--- src/hw/tbp_regs.svh ---
// Purpose: register offsets, field positions, reset values and sizes of the trace buffer
// Assumes: 32-bit Avalon-MM data bus with byte addresses
// Notes:   definitions only
`ifndef TBP_REGS_SVH
`define TBP_REGS_SVH

// register byte offsets
`define TBP_OFF_CTRL      4'h0
`define TBP_OFF_COUNT     4'h4
`define TBP_OFF_DATA      4'h8
`define TBP_OFF_DATA_HI   4'hC

// buffer geometry
`define TBP_DEPTH         64
`define TBP_PTR_W         6
`define TBP_LINE_W        20
`define TBP_CNT_W         7
`define TBP_CNT_FULL      7'h40
`define TBP_PTR_LAST      6'h3F

// control register fields
`define TBP_CTRL_ARM      0
`define TBP_CTRL_TSS      1
`define TBP_CTRL_MODE_LO  2
`define TBP_CTRL_MODE_HI  3

// line count register fields
`define TBP_CNT_OVF       7
`define TBP_CNT_UNLK      8

// row layout
`define TBP_ROW_HI        19
`define TBP_ROW_LO        18
`define TBP_INFO_BASE     2'h0
`define TBP_INFO_ONE      2'h1
`define TBP_INFO_TWO      2'h2
`define TBP_INFO_THREE    2'h3

// byte enable pattern of an aligned 16-bit word access
`define TBP_BE_WORD       4'h3

// reset values
`define TBP_PTR_RST       6'h00
`define TBP_RDATA_RST     32'h0000_0000
`endif

--- src/hw/tbp_pkg.sv ---
// Purpose: types of the trace buffer readout block
// Assumes: tbp_regs.svh gives the sizes
// Notes:   all state of the block lives in one packed struct
`include "tbp_regs.svh"
package tbp_pkg;

  typedef enum logic [1:0] {
    TBP_NORMAL,
    TBP_LOOP1,
    TBP_DETAIL,
    TBP_COMPRESSED
  } tbp_mode_t;

  typedef struct packed {
    logic                                     sec_s1;
    logic                                     sec_s2;
    logic                                     arm;
    logic                                     tss;
    tbp_mode_t                                mode;
    logic                                     unlocked;
    logic [`TBP_PTR_W-1:0]                    wr_ptr;
    logic                                     ovf;
    logic [`TBP_CNT_W-1:0]                    cnt;
    logic                                     base_valid;
    logic [11:0]                              base_hi;
    logic [1:0]                               open_cnt;
    logic [`TBP_PTR_W-1:0]                    open_line;
    logic [`TBP_PTR_W-1:0]                    rd_ptr;
    logic                                     rd_half;
    logic                                     wait_r;
    logic [31:0]                              rdata;
    logic [`TBP_DEPTH-1:0][`TBP_LINE_W-1:0]   mem;
  } tbp_state_t;

endpackage

--- src/hw/tbp_trace_buffer.sv ---
// Purpose: debug trace buffer row packing and software readout over Avalon-MM
// Assumes: trace events come from logic on clk_i; secured_i is an asynchronous pin
// Notes:   buffer, line count, overflow flag and write pointer survive reset_i
//
// Added by the designer: the Avalon-MM register port and the placing of the registers.
`include "tbp_regs.svh"

// Summary of operation
// normal modes: row bit 3 of info is 0 for source, 1 for destination.
// info bit 2 marks a vector entry; vector entries always have destination bit set.
// info bits 1:0 hold program counter bits 17 and 16.
// compressed rows are 2 info bits then three 6-bit fields 2, 1, 0.
// info 00 row holds a full 18-bit base program counter.
// info 01, 10, 11 hold one, two, three offsets from the block base.
// a change in program counter bits 17:6 stores a new full base row.
// offsets count from the lowest address of the aligned 64-address block.
// line 0 always receives a full base row, also after wrap.
// readable only when disarmed, tracing source set and not secured.
// arming locks reading; an aligned word write to data unlocks when disarmed.
// byte or misaligned data reads return 0 and leave the pointer.
// readout oldest first; line count does not drop while reading.
// read pointer starts at line 0, or at oldest line after overflow.
// after compressed wrap, oldest row info marks which fields are newer.
// aligned word write to high data register restarts readout at oldest.
// each line reads as two words: row bits 15:0, then row bits 19:16 in [3:0].
// data reads while armed give no valid data and keep the pointer.
// reset keeps contents and count; unlock repositions pointer to oldest.
// with tracing source clear, every buffer read returns zero.
// write pointer wraps modulo depth; first wrap sets the overflow flag.
module tbp_trace_buffer
  import tbp_pkg::*;
(
  input  wire logic        clk_i,
  input  wire logic        reset_i,
  input  wire logic [3:0]  address_i,
  input  wire logic        read_i,
  input  wire logic        write_i,
  input  wire logic [3:0]  byteenable_i,
  input  wire logic [31:0] writedata_i,
  output logic      [31:0] readdata_o,
  output logic             waitrequest_o,
  input  wire logic        secured_i,
  input  wire logic        trace_valid_i,
  input  wire logic [17:0] trace_pc_i,
  input  wire logic        trace_dest_i,
  input  wire logic        trace_vector_i,
  output logic             armed_o
);

  tbp_state_t st_r;
  tbp_state_t st_nxt;

  logic                  req;
  logic                  acc;
  logic                  is_data;
  logic                  word;
  logic                  readable;
  logic                  push;
  logic                  need_base;
  logic [`TBP_PTR_W-1:0] widx;
  logic [`TBP_LINE_W-1:0] row;
  logic [`TBP_LINE_W-1:0] old;
  logic [`TBP_LINE_W-1:0] cur;
  logic [31:0]           rv;

  // aligned 16-bit word access in the low lanes
  function automatic logic is_word(input logic [3:0] be);
    return be == `TBP_BE_WORD;
  endfunction

  // line holding the oldest entry of the session
  function automatic logic [`TBP_PTR_W-1:0] oldest_line(input logic                  ovf,
                                                        input logic [`TBP_PTR_W-1:0] wr);
    return ovf ? wr : `TBP_PTR_RST;
  endfunction

  assign readdata_o    = st_r.rdata;
  assign waitrequest_o = st_r.wait_r;
  assign armed_o       = st_r.arm;

  // next state: synchroniser, capture, bus slave, reset
  always_comb begin
    st_nxt    = st_r;
    req       = read_i | write_i;
    acc       = req & ~st_r.wait_r;
    is_data   = address_i == `TBP_OFF_DATA;
    word      = is_word(byteenable_i);
    readable  = ~st_r.arm & st_r.tss & ~st_r.sec_s2 & st_r.unlocked;
    push      = 1'b0;
    need_base = 1'b0;
    widx      = st_r.wr_ptr;
    row       = '0;
    old       = '0;
    cur       = st_r.mem[st_r.rd_ptr];
    rv        = `TBP_RDATA_RST;

    // secure pin, two flops before use
    st_nxt.sec_s1 = secured_i;
    st_nxt.sec_s2 = st_r.sec_s1;

    // trace capture while armed
    if (st_r.arm && trace_valid_i) begin
      case (st_r.mode)
        TBP_COMPRESSED: begin
          // a new line at line 0 must be a base row
          need_base = ~st_r.base_valid
                    | (trace_pc_i[17:6] != st_r.base_hi)
                    | (((st_r.open_cnt == 2'h0) | (st_r.open_cnt == `TBP_INFO_THREE))
                       & (st_r.wr_ptr == `TBP_PTR_RST));
          if (need_base) begin
            row               = {`TBP_INFO_BASE, trace_pc_i};
            push              = 1'b1;
            st_nxt.base_hi    = trace_pc_i[17:6];
            st_nxt.base_valid = 1'b1;
            st_nxt.open_cnt   = 2'h0;
          end else if ((st_r.open_cnt == 2'h0) || (st_r.open_cnt == `TBP_INFO_THREE)) begin
            // older fields kept after wrap so info shows which are newer
            old              = st_r.ovf ? st_r.mem[st_r.wr_ptr] : '0;
            row              = {`TBP_INFO_ONE, old[17:6], trace_pc_i[5:0]};
            push             = 1'b1;
            st_nxt.open_line = st_r.wr_ptr;
            st_nxt.open_cnt  = 2'h1;
          end else begin
            // grow the open row in place, field 0 oldest
            widx = st_r.open_line;
            old  = st_r.mem[st_r.open_line];
            if (st_r.open_cnt == 2'h1) begin
              row = {`TBP_INFO_TWO, old[17:12], trace_pc_i[5:0], old[5:0]};
            end else begin
              row = {`TBP_INFO_THREE, trace_pc_i[5:0], old[11:0]};
            end
            st_nxt.open_cnt = st_r.open_cnt + 2'h1;
          end
        end
        default: begin
          // branch tracing row: flags then all 18 program counter bits
          row = {trace_dest_i | trace_vector_i,
                 trace_vector_i,
                 trace_pc_i};
          push = 1'b1;
        end
      endcase
      st_nxt.mem[widx] = row;
      if (push) begin
        st_nxt.wr_ptr = st_r.wr_ptr + 6'h01;
        if (st_r.wr_ptr == `TBP_PTR_LAST) begin
          st_nxt.ovf = 1'b1;
        end
        if (st_r.cnt != `TBP_CNT_FULL) begin
          st_nxt.cnt = st_r.cnt + 7'h01;
        end
      end
    end

    // read value, formed while the request waits
    case (address_i)
      `TBP_OFF_CTRL: begin
        rv = {28'h0000000, st_r.mode, st_r.tss, st_r.arm};
      end
      `TBP_OFF_COUNT: begin
        rv = {23'h000000, st_r.unlocked, st_r.ovf, st_r.cnt};
      end
      `TBP_OFF_DATA: begin
        if (word && readable) begin
          rv = st_r.rd_half ? {28'h0000000, cur[19:16]}
                            : {16'h0000, cur[15:0]};
        end
      end
      default: begin
        rv = `TBP_RDATA_RST;
      end
    endcase

    // one wait state, then the access completes
    st_nxt.wait_r = 1'b1;
    if (req && st_r.wait_r) begin
      st_nxt.wait_r = 1'b0;
      st_nxt.rdata  = rv;
    end

    // write side effects at the completing edge
    if (acc && write_i) begin
      case (address_i)
        `TBP_OFF_CTRL: begin
          if (byteenable_i[0]) begin
            st_nxt.arm  = writedata_i[`TBP_CTRL_ARM];
            st_nxt.tss  = writedata_i[`TBP_CTRL_TSS];
            st_nxt.mode = tbp_mode_t'(writedata_i[`TBP_CTRL_MODE_HI:`TBP_CTRL_MODE_LO]);
            if (writedata_i[`TBP_CTRL_ARM]) begin
              st_nxt.unlocked = 1'b0;
            end
            // new session on arming
            if (writedata_i[`TBP_CTRL_ARM] && !st_r.arm) begin
              st_nxt.wr_ptr     = `TBP_PTR_RST;
              st_nxt.cnt        = '0;
              st_nxt.ovf        = 1'b0;
              st_nxt.base_valid = 1'b0;
              st_nxt.open_cnt   = 2'h0;
            end
          end
        end
        `TBP_OFF_DATA: begin
          if (word && !st_r.arm) begin
            st_nxt.unlocked = 1'b1;
            st_nxt.rd_ptr   = oldest_line(st_r.ovf, st_r.wr_ptr);
            st_nxt.rd_half  = 1'b0;
          end
        end
        `TBP_OFF_DATA_HI: begin
          if (word) begin
            st_nxt.rd_ptr  = oldest_line(st_r.ovf, st_r.wr_ptr);
            st_nxt.rd_half = 1'b0;
          end
        end
        default: begin
          st_nxt.rd_half = st_r.rd_half;
        end
      endcase
    end

    // pointer advances only on a valid aligned data read
    if (acc && read_i && is_data && word && readable) begin
      st_nxt.rd_half = ~st_r.rd_half;
      if (st_r.rd_half) begin
        st_nxt.rd_ptr = st_r.rd_ptr + 6'h01;
      end
    end

    // reset keeps buffer, count, overflow and write pointer
    if (reset_i) begin
      st_nxt.sec_s1     = 1'b0;
      st_nxt.sec_s2     = 1'b0;
      st_nxt.arm        = 1'b0;
      st_nxt.tss        = 1'b0;
      st_nxt.mode       = TBP_NORMAL;
      st_nxt.unlocked   = 1'b0;
      st_nxt.base_valid = 1'b0;
      st_nxt.open_cnt   = 2'h0;
      st_nxt.open_line  = `TBP_PTR_RST;
      st_nxt.rd_ptr     = `TBP_PTR_RST;
      st_nxt.rd_half    = 1'b0;
      st_nxt.wait_r     = 1'b1;
      st_nxt.rdata      = `TBP_RDATA_RST;
    end
  end

  // state register
  always_ff @(posedge clk_i) begin
    st_r <= st_nxt;
  end

  // checks
  property p_dest_bit;
    @(posedge clk_i) disable iff (reset_i)
    (st_r.arm && trace_valid_i && st_r.mode != TBP_COMPRESSED && !trace_vector_i)
    |=> st_r.mem[$past(st_r.wr_ptr)][`TBP_ROW_HI] == $past(trace_dest_i);
  endproperty
  a_dest_bit: assert property (p_dest_bit) else $error("source/destination flag wrong");

  property p_vector_dest;
    @(posedge clk_i) disable iff (reset_i)
    (st_r.arm && trace_valid_i && st_r.mode != TBP_COMPRESSED && trace_vector_i)
    |=> st_r.mem[$past(st_r.wr_ptr)][`TBP_ROW_HI:`TBP_ROW_LO] == 2'h3;
  endproperty
  a_vector_dest: assert property (p_vector_dest) else $error("vector row lacks dest flag");

  property p_pc_hi;
    @(posedge clk_i) disable iff (reset_i)
    (st_r.arm && trace_valid_i && st_r.mode != TBP_COMPRESSED)
    |=> st_r.mem[$past(st_r.wr_ptr)][17:16] == $past(trace_pc_i[17:16]);
  endproperty
  a_pc_hi: assert property (p_pc_hi) else $error("upper pc bits not stored");

  property p_new_base;
    @(posedge clk_i) disable iff (reset_i)
    (st_r.arm && trace_valid_i && st_r.mode == TBP_COMPRESSED && st_r.base_valid
     && trace_pc_i[17:6] != st_r.base_hi)
    |=> st_r.mem[$past(st_r.wr_ptr)] == {`TBP_INFO_BASE, $past(trace_pc_i)};
  endproperty
  a_new_base: assert property (p_new_base) else $error("base row not stored");

  property p_line0_base;
    @(posedge clk_i) disable iff (reset_i)
    (st_r.arm && trace_valid_i && st_r.mode == TBP_COMPRESSED && st_r.wr_ptr == 6'h00
     && (st_r.open_cnt == 2'h0 || st_r.open_cnt == 2'h3))
    |=> st_r.mem[0][`TBP_ROW_HI:`TBP_ROW_LO] == `TBP_INFO_BASE;
  endproperty
  a_line0_base: assert property (p_line0_base) else $error("line 0 not a base row");

  property p_bad_read_zero;
    @(posedge clk_i) disable iff (reset_i)
    (read_i && st_r.wait_r && is_data && (!word || !st_r.tss))
    |=> readdata_o == 32'h0000_0000 && !waitrequest_o;
  endproperty
  a_bad_read_zero: assert property (p_bad_read_zero) else $error("bad data read not zero");

  property p_armed_keep;
    @(posedge clk_i) disable iff (reset_i)
    (acc && read_i && is_data && (st_r.arm || !word))
    |=> $stable(st_r.rd_ptr) && $stable(st_r.rd_half);
  endproperty
  a_armed_keep: assert property (p_armed_keep) else $error("read pointer moved");

  property p_count_kept;
    @(posedge clk_i) disable iff (reset_i)
    (acc && read_i && !st_r.arm) |=> $stable(st_r.cnt);
  endproperty
  a_count_kept: assert property (p_count_kept) else $error("line count changed on read");

  property p_restart;
    @(posedge clk_i) disable iff (reset_i)
    (acc && write_i && address_i == `TBP_OFF_DATA_HI && word)
    |=> st_r.rd_ptr == ($past(st_r.ovf) ? $past(st_r.wr_ptr) : 6'h00) && !st_r.rd_half;
  endproperty
  a_restart: assert property (p_restart) else $error("readout not restarted");

  property p_wrap_ovf;
    @(posedge clk_i) disable iff (reset_i)
    (push && st_r.wr_ptr == 6'h3F && !(acc && write_i)) |=> st_r.ovf && st_r.wr_ptr == 6'h00;
  endproperty
  a_wrap_ovf: assert property (p_wrap_ovf) else $error("wrap did not flag overflow");

  // readout side: word format, refused reads and pointer placement
  property p_word_format;
    @(posedge clk_i) disable iff (reset_i)
    (read_i && st_r.wait_r && is_data && word && readable)
    |=> readdata_o[31:16] == 16'h0000 && (!$past(st_r.rd_half) || readdata_o[15:4] == 12'h000);
  endproperty
  a_word_format: assert property (p_word_format) else $error("line word format wrong");

  property p_locked_zero;
    @(posedge clk_i) disable iff (reset_i)
    (read_i && st_r.wait_r && is_data && !st_r.unlocked) |=> readdata_o == 32'h0000_0000;
  endproperty
  a_locked_zero: assert property (p_locked_zero) else $error("locked buffer gave data");

  property p_secured_zero;
    @(posedge clk_i) disable iff (reset_i)
    (read_i && st_r.wait_r && is_data && st_r.sec_s2) |=> readdata_o == 32'h0000_0000;
  endproperty
  a_secured_zero: assert property (p_secured_zero) else $error("secured read gave data");

  property p_armed_zero;
    @(posedge clk_i) disable iff (reset_i)
    (read_i && st_r.wait_r && is_data && st_r.arm) |=> readdata_o == 32'h0000_0000;
  endproperty
  a_armed_zero: assert property (p_armed_zero) else $error("armed read gave data");

  property p_unlock_ptr;
    @(posedge clk_i) disable iff (reset_i)
    (acc && write_i && is_data && word && !st_r.arm)
    |=> st_r.unlocked && st_r.rd_ptr == ($past(st_r.ovf) ? $past(st_r.wr_ptr) : 6'h00);
  endproperty
  a_unlock_ptr: assert property (p_unlock_ptr) else $error("unlock pointer not at oldest");

  property p_arm_lock;
    @(posedge clk_i) disable iff (reset_i)
    (acc && write_i && address_i == `TBP_OFF_CTRL && byteenable_i[0]
     && writedata_i[`TBP_CTRL_ARM])
    |=> st_r.arm && !st_r.unlocked;
  endproperty
  a_arm_lock: assert property (p_arm_lock) else $error("arming did not lock buffer");

  c_rollover_unlock: cover property (@(posedge clk_i) disable iff (reset_i)
    acc && write_i && is_data && word && !st_r.arm && st_r.ovf);

  c_unlock: cover property (@(posedge clk_i) disable iff (reset_i)
    acc && write_i && is_data && word && !st_r.arm);
  c_line_read: cover property (@(posedge clk_i) disable iff (reset_i)
    acc && read_i && is_data && readable && st_r.rd_half);
  c_wrap: cover property (@(posedge clk_i) disable iff (reset_i)
    push && st_r.wr_ptr == 6'h3F);
  c_three: cover property (@(posedge clk_i) disable iff (reset_i)
    st_r.arm && trace_valid_i && st_r.mode == TBP_COMPRESSED && st_r.open_cnt == 2'h2
    && !need_base);

endmodule

--- config.mk ---
export PLATFORM = sky130hd
export DESIGN_NAME = tbp_trace_buffer
export DESIGN_NICKNAME = d
export VERILOG_FILES = /design/src/hw/tbp_pkg.sv /design/src/hw/tbp_trace_buffer.sv
export VERILOG_INCLUDE_DIRS = /design/src /design/src/hw
export SDC_FILE = /design/constraint.sdc
export NUM_CORES = 2
export LEC_CHECK = 0
export ABC_AREA = 0
export BUFFER_PORTS_ARGS = -buffer_cell sky130_fd_sc_hd__buf_2
export CORE_ASPECT_RATIO = 1.4
export CORE_MARGIN = 3
export CORE_UTILIZATION = 47
export DETAILED_ROUTE_END_ITERATION = 7
export PLACE_DENSITY = 0.65
export SLEW_MARGIN = 20
export SYNTH_ARGS = -nofsm -noshare
export SYNTH_HDL_FRONTEND = slang
export SYNTH_SLANG_ARGS = --single-unit
--- constraint.sdc ---
create_clock -name clk_i -period 16.8 [get_ports clk_i]
set_input_delay 0.84 -clock clk_i [delete_from_list [all_inputs] [get_ports clk_i]]
set_output_delay 0.84 -clock clk_i [all_outputs]
set_load 0.005 [all_outputs]
==> reports/qor.csv <==
stage,metric,value,unit
critical_path,r2r_cells,11,
critical_path,worstSetupPathType,reg -> reg,
clock_network,cts_tree,yes,
timing,final_max_slew_viol_count,0,
run_status,outcome,completed,
clock_network,cts.clk_slew.worst_paths,60,ps
timing,fin_setup_tns,0,ps
grt,grt_max_degree,126,
routing,antenna_left,0,
cells_and_area,syn2layout_area_growth,11.3,%
critical_path,reg2reg_from,st_r[1350]$_DFF_P_,
clock_network,ctsHoldBuffers,0,
timing,max_slew_margin,18.3,%
routing,drt-met1-wl,74.7,mm
run,drv_cap,0,
cells_and_area,finish.net_count,4008,
worst_hold_path,min_from,secured_i,
placement,portBuffers,55,
routing,dr_wl_met2,109,mm
floorplanning,row_count,165,
clock_network,clockBufferDepth,3,
routing,met3WireLength,22.4,mm
timing,worst_slew_pin_slew,1220,ps
routing,highest_layer,met4,
timing,rsz0062_at_grt,no,
grt,overflow,0,
timing,min_period,6290,ps
critical_path,rr_endpoint,st_r[616]$_DFFE_PP_,
timing,worst_slack,10510,ps
routing,route.detailed.drc,0,
grt,antenna_found_initial,6,
cells_and_area,utilization,52.8,%
critical_path,critPathLaunchType,register,
synth,ys_seq_area_share,58.2,%
floorplanning,start_util,47.4,%
clock_network,htreeDepth,4,
routing,via_count,42400,
clock_network,cts_buffers,137,
routing,routed_wl,225,mm
routing,drt-vias-per-instance,7.10,
floorplanning,die_h,458,um
timing,setup_viol,0,
synth,yosysTopAreaCell,edfxtp_1,
placement,post-place-ws,10760,ps
routing,drt_first_iter_violations,5855,
synth,synth_async_sr_flop_share,0,%
routing,firstDrtPassIters,7,
timing,fmax,159,MHz
cells_and_area,drive_above_1_share,31.3,%
synth,avgSynthCellArea,17.4,um^2
worst_hold_path,hold_depth,2,
power,powerDensity,92.8,nW/um^2
power,vdd_drop_max,114,uV
synth,yosysTopAreaCellShare,56.6,%
synth,synthCells,3943,
routing,wl_per_cell,37.7,um
placement,globalplace.congestion,0.968,
floorplanning,die_area,150000,um^2
floorplanning,die_w,329,um
grt,grt_usage,29.9,%
grt,grt_pass1_wl,315,mm
critical_path,worst_ep_required_time,17240,ps
synth,synth_area_leaders,"edfxtp_1 57%, mux4_2 24%, mux2i_1 5.5%, dfxtp_1 1.6%, o221ai_1 1.6%",
power,cellLeakagePower,21.7,nW
clock_network,clk_latency,780,ps
floorplanning,ioPinCount,100,
synth,ys_seq_elements,1346,
synth,synth_ff_type,edfxtp_1,
clock_network,ctsResizeCount,0,
placement,hpwlAfterDp,132,mm
timing,hold_slack,272,ps
grt,grt_pass1_vias,42600,
synth,syn_area,68500,um^2
critical_path,critPathMaxFanout,49,
synth,yosys_warnings,0,
timing,finalHoldViolCount,0,
critical_path,worst-endpoint-arrival,6730,ps
clock_network,root_buffer,clkbuf_16,
timing,fin_crit_sh,37.5,%
critical_path,end_kind,register,
worst_hold_path,hold_class,in -> reg,
timing,finClkSkew,32.5,ps
clock_network,cts.sinks,1346,
synth,ys_types,71,
clock_network,cts_setup_buffers,0,
worst_hold_path,hold-path-endpoint,st_r[1361]$_SDFF_PP0_,
synth,synth_edf_count,1292,
floorplanning,core_area,145000,um^2
critical_path,r2r_slack,10510,ps
## report_power, final
part	total [W]	switching [W]	internal, W
registers	0.00369	0.0000144	0.00367
logic	0.000261	0.000158	0.000104
clock network	0.00313	0.00132	0.00181
total	0.00708	0.00149	0.00559
## flip-flops by register name (all words and copies together), names as in the netlist
register	flops
waitrequest_o	1
st_r	1328
readdata_o	16
armed_o	1
## routing by layer
metal,track usage [%],vias up
met5,0,-
met4,20.7,0
met3,5.80,644
met2,48.2,2831
met1,36.5,22100
li1,-,16800
## how the worst max path moves through the flow
| stage | from | end | slack (ps) |
|---|---|---|---|
| after global routing | st_r[1350]$_DFF_P_ | st_r[616]$_DFFE_PP_ | 10470 |
| after global placement | st_r[1350]$_DFF_P_ | st_r[602]$_DFFE_PP_ | 10810 |
| after detailed placement | st_r[1349]$_DFF_P_ | st_r[15]$_DFFE_PP_ | 10760 |
| final | st_r[1350]$_DFF_P_ | st_r[616]$_DFFE_PP_ | 10510 |
| after CTS | st_r[1350]$_DFF_P_ | st_r[608]$_DFFE_PP_ | 10740 |
| after floorplan | st_r[1349]$_DFF_P_ | st_r[1018]$_DFFE_PP_ | 10650 |
## synth_stat cells, types with 6 or more instances
library cell	instances
a211oi_1	10
a21oi_1	134
a221oi_1	7
a22oi_1	58
a2bb2oi_1	7
a311oi_1	12
a31oi_1	18
and2_1	8
buf_1	44
buf_2	83
buf_4	62
buf_6	6
clkbuf_1	165
dfxtp_1	54
edfxtp_1	1292
ha_1	6
inv_1	26
mux2_2	18
mux2i_1	374
mux4_2	728
nand2_1	156
nand2b_1	20
nand3_1	36
nor2_1	146
nor2b_1	26
nor3_1	66
nor3b_1	6
nor4_1	15
o2111ai_1	11
o211ai_1	12
o21ai_0	56
o21ai_1	7
o221ai_1	123
o22ai_1	73
xnor2_1	6
xor2_1	12
## critical path, cell delays in order, from the launching register on
cell and delay (ps):
dfxtp_4 950, inv_1 260, ha_1 270, nor4bb_1 160, a211oi_1 600, nand4_1 640, nor3_4 290, buf_4 470
mux2_2 310, nand3_1 600, nor2_4 870, buf_4 480
## final cells by class
class | count | area [um^2]
Antenna cell | 3 | 7.51
Inverter | 27 | 105
Tap cell | 1920 | 2400
Clock buffer | 172 | 3730
Clock inverter | 79 | 807
Fill cell | 11500 | 68300
Multi-Input combinational cell | 2225 | 27600
Sequential cell | 1346 | 39900
Timing Repair Buffer | 199 | 1650
## per-stage QoR
stage / total power, W / std cells / area, um^2
after floorplan: 0.00394 / 3958 / 68500
after global placement: 0.00402 / 5705 / 71400
after detailed placement: 0.00402 / 5712 / 71600
after CTS: 0.00710 / 5963 / 76100
after global routing: 0.00725 / 5970 / 76200
final: 0.00708 / 5971 / 76200
## cells in the final DEF (no fill, tap or decap), types with 15 or more instances in the layout
master / n
nor2_4: 64
nor2b_1: 24
conb_1: 16
o22ai_1: 73
inv_1: 24
clkinv_1: 28
nand2_1: 154
mux4_2: 728
a21oi_1: 127
o221ai_1: 123
a22oi_1: 58
o21ai_0: 55
buf_4: 124
mux2i_1: 374
nand2b_1: 19
nand3_1: 36
edfxtp_1: 1292
clkbuf_16: 145
clkbuf_1: 27
buf_2: 55
dfxtp_1: 41
clkinv_2: 21
bufinv_16: 15
nor2_1: 81
mux2_2: 18
nor3_1: 66
## kinds of logic (layout without fill, tap and decap cells)
kind of cell             Yosys count  after routing  synth area share, %
flip-flops                      1346           1346                 58.2
AND/OR/NAND/NOR                  512            512                 3.52
buffers and inverters            387            477                 2.68
other                              1             19              0.00548
multiplexers                    1121           1121                 29.7
AO/OA/AOI/OAI                    552            552                 5.51
adder cells (fa/ha/maj)            6              6                0.110
XOR/XNOR                          18             18                0.230
No activity file was read; power rests on OpenSTA's default activity.
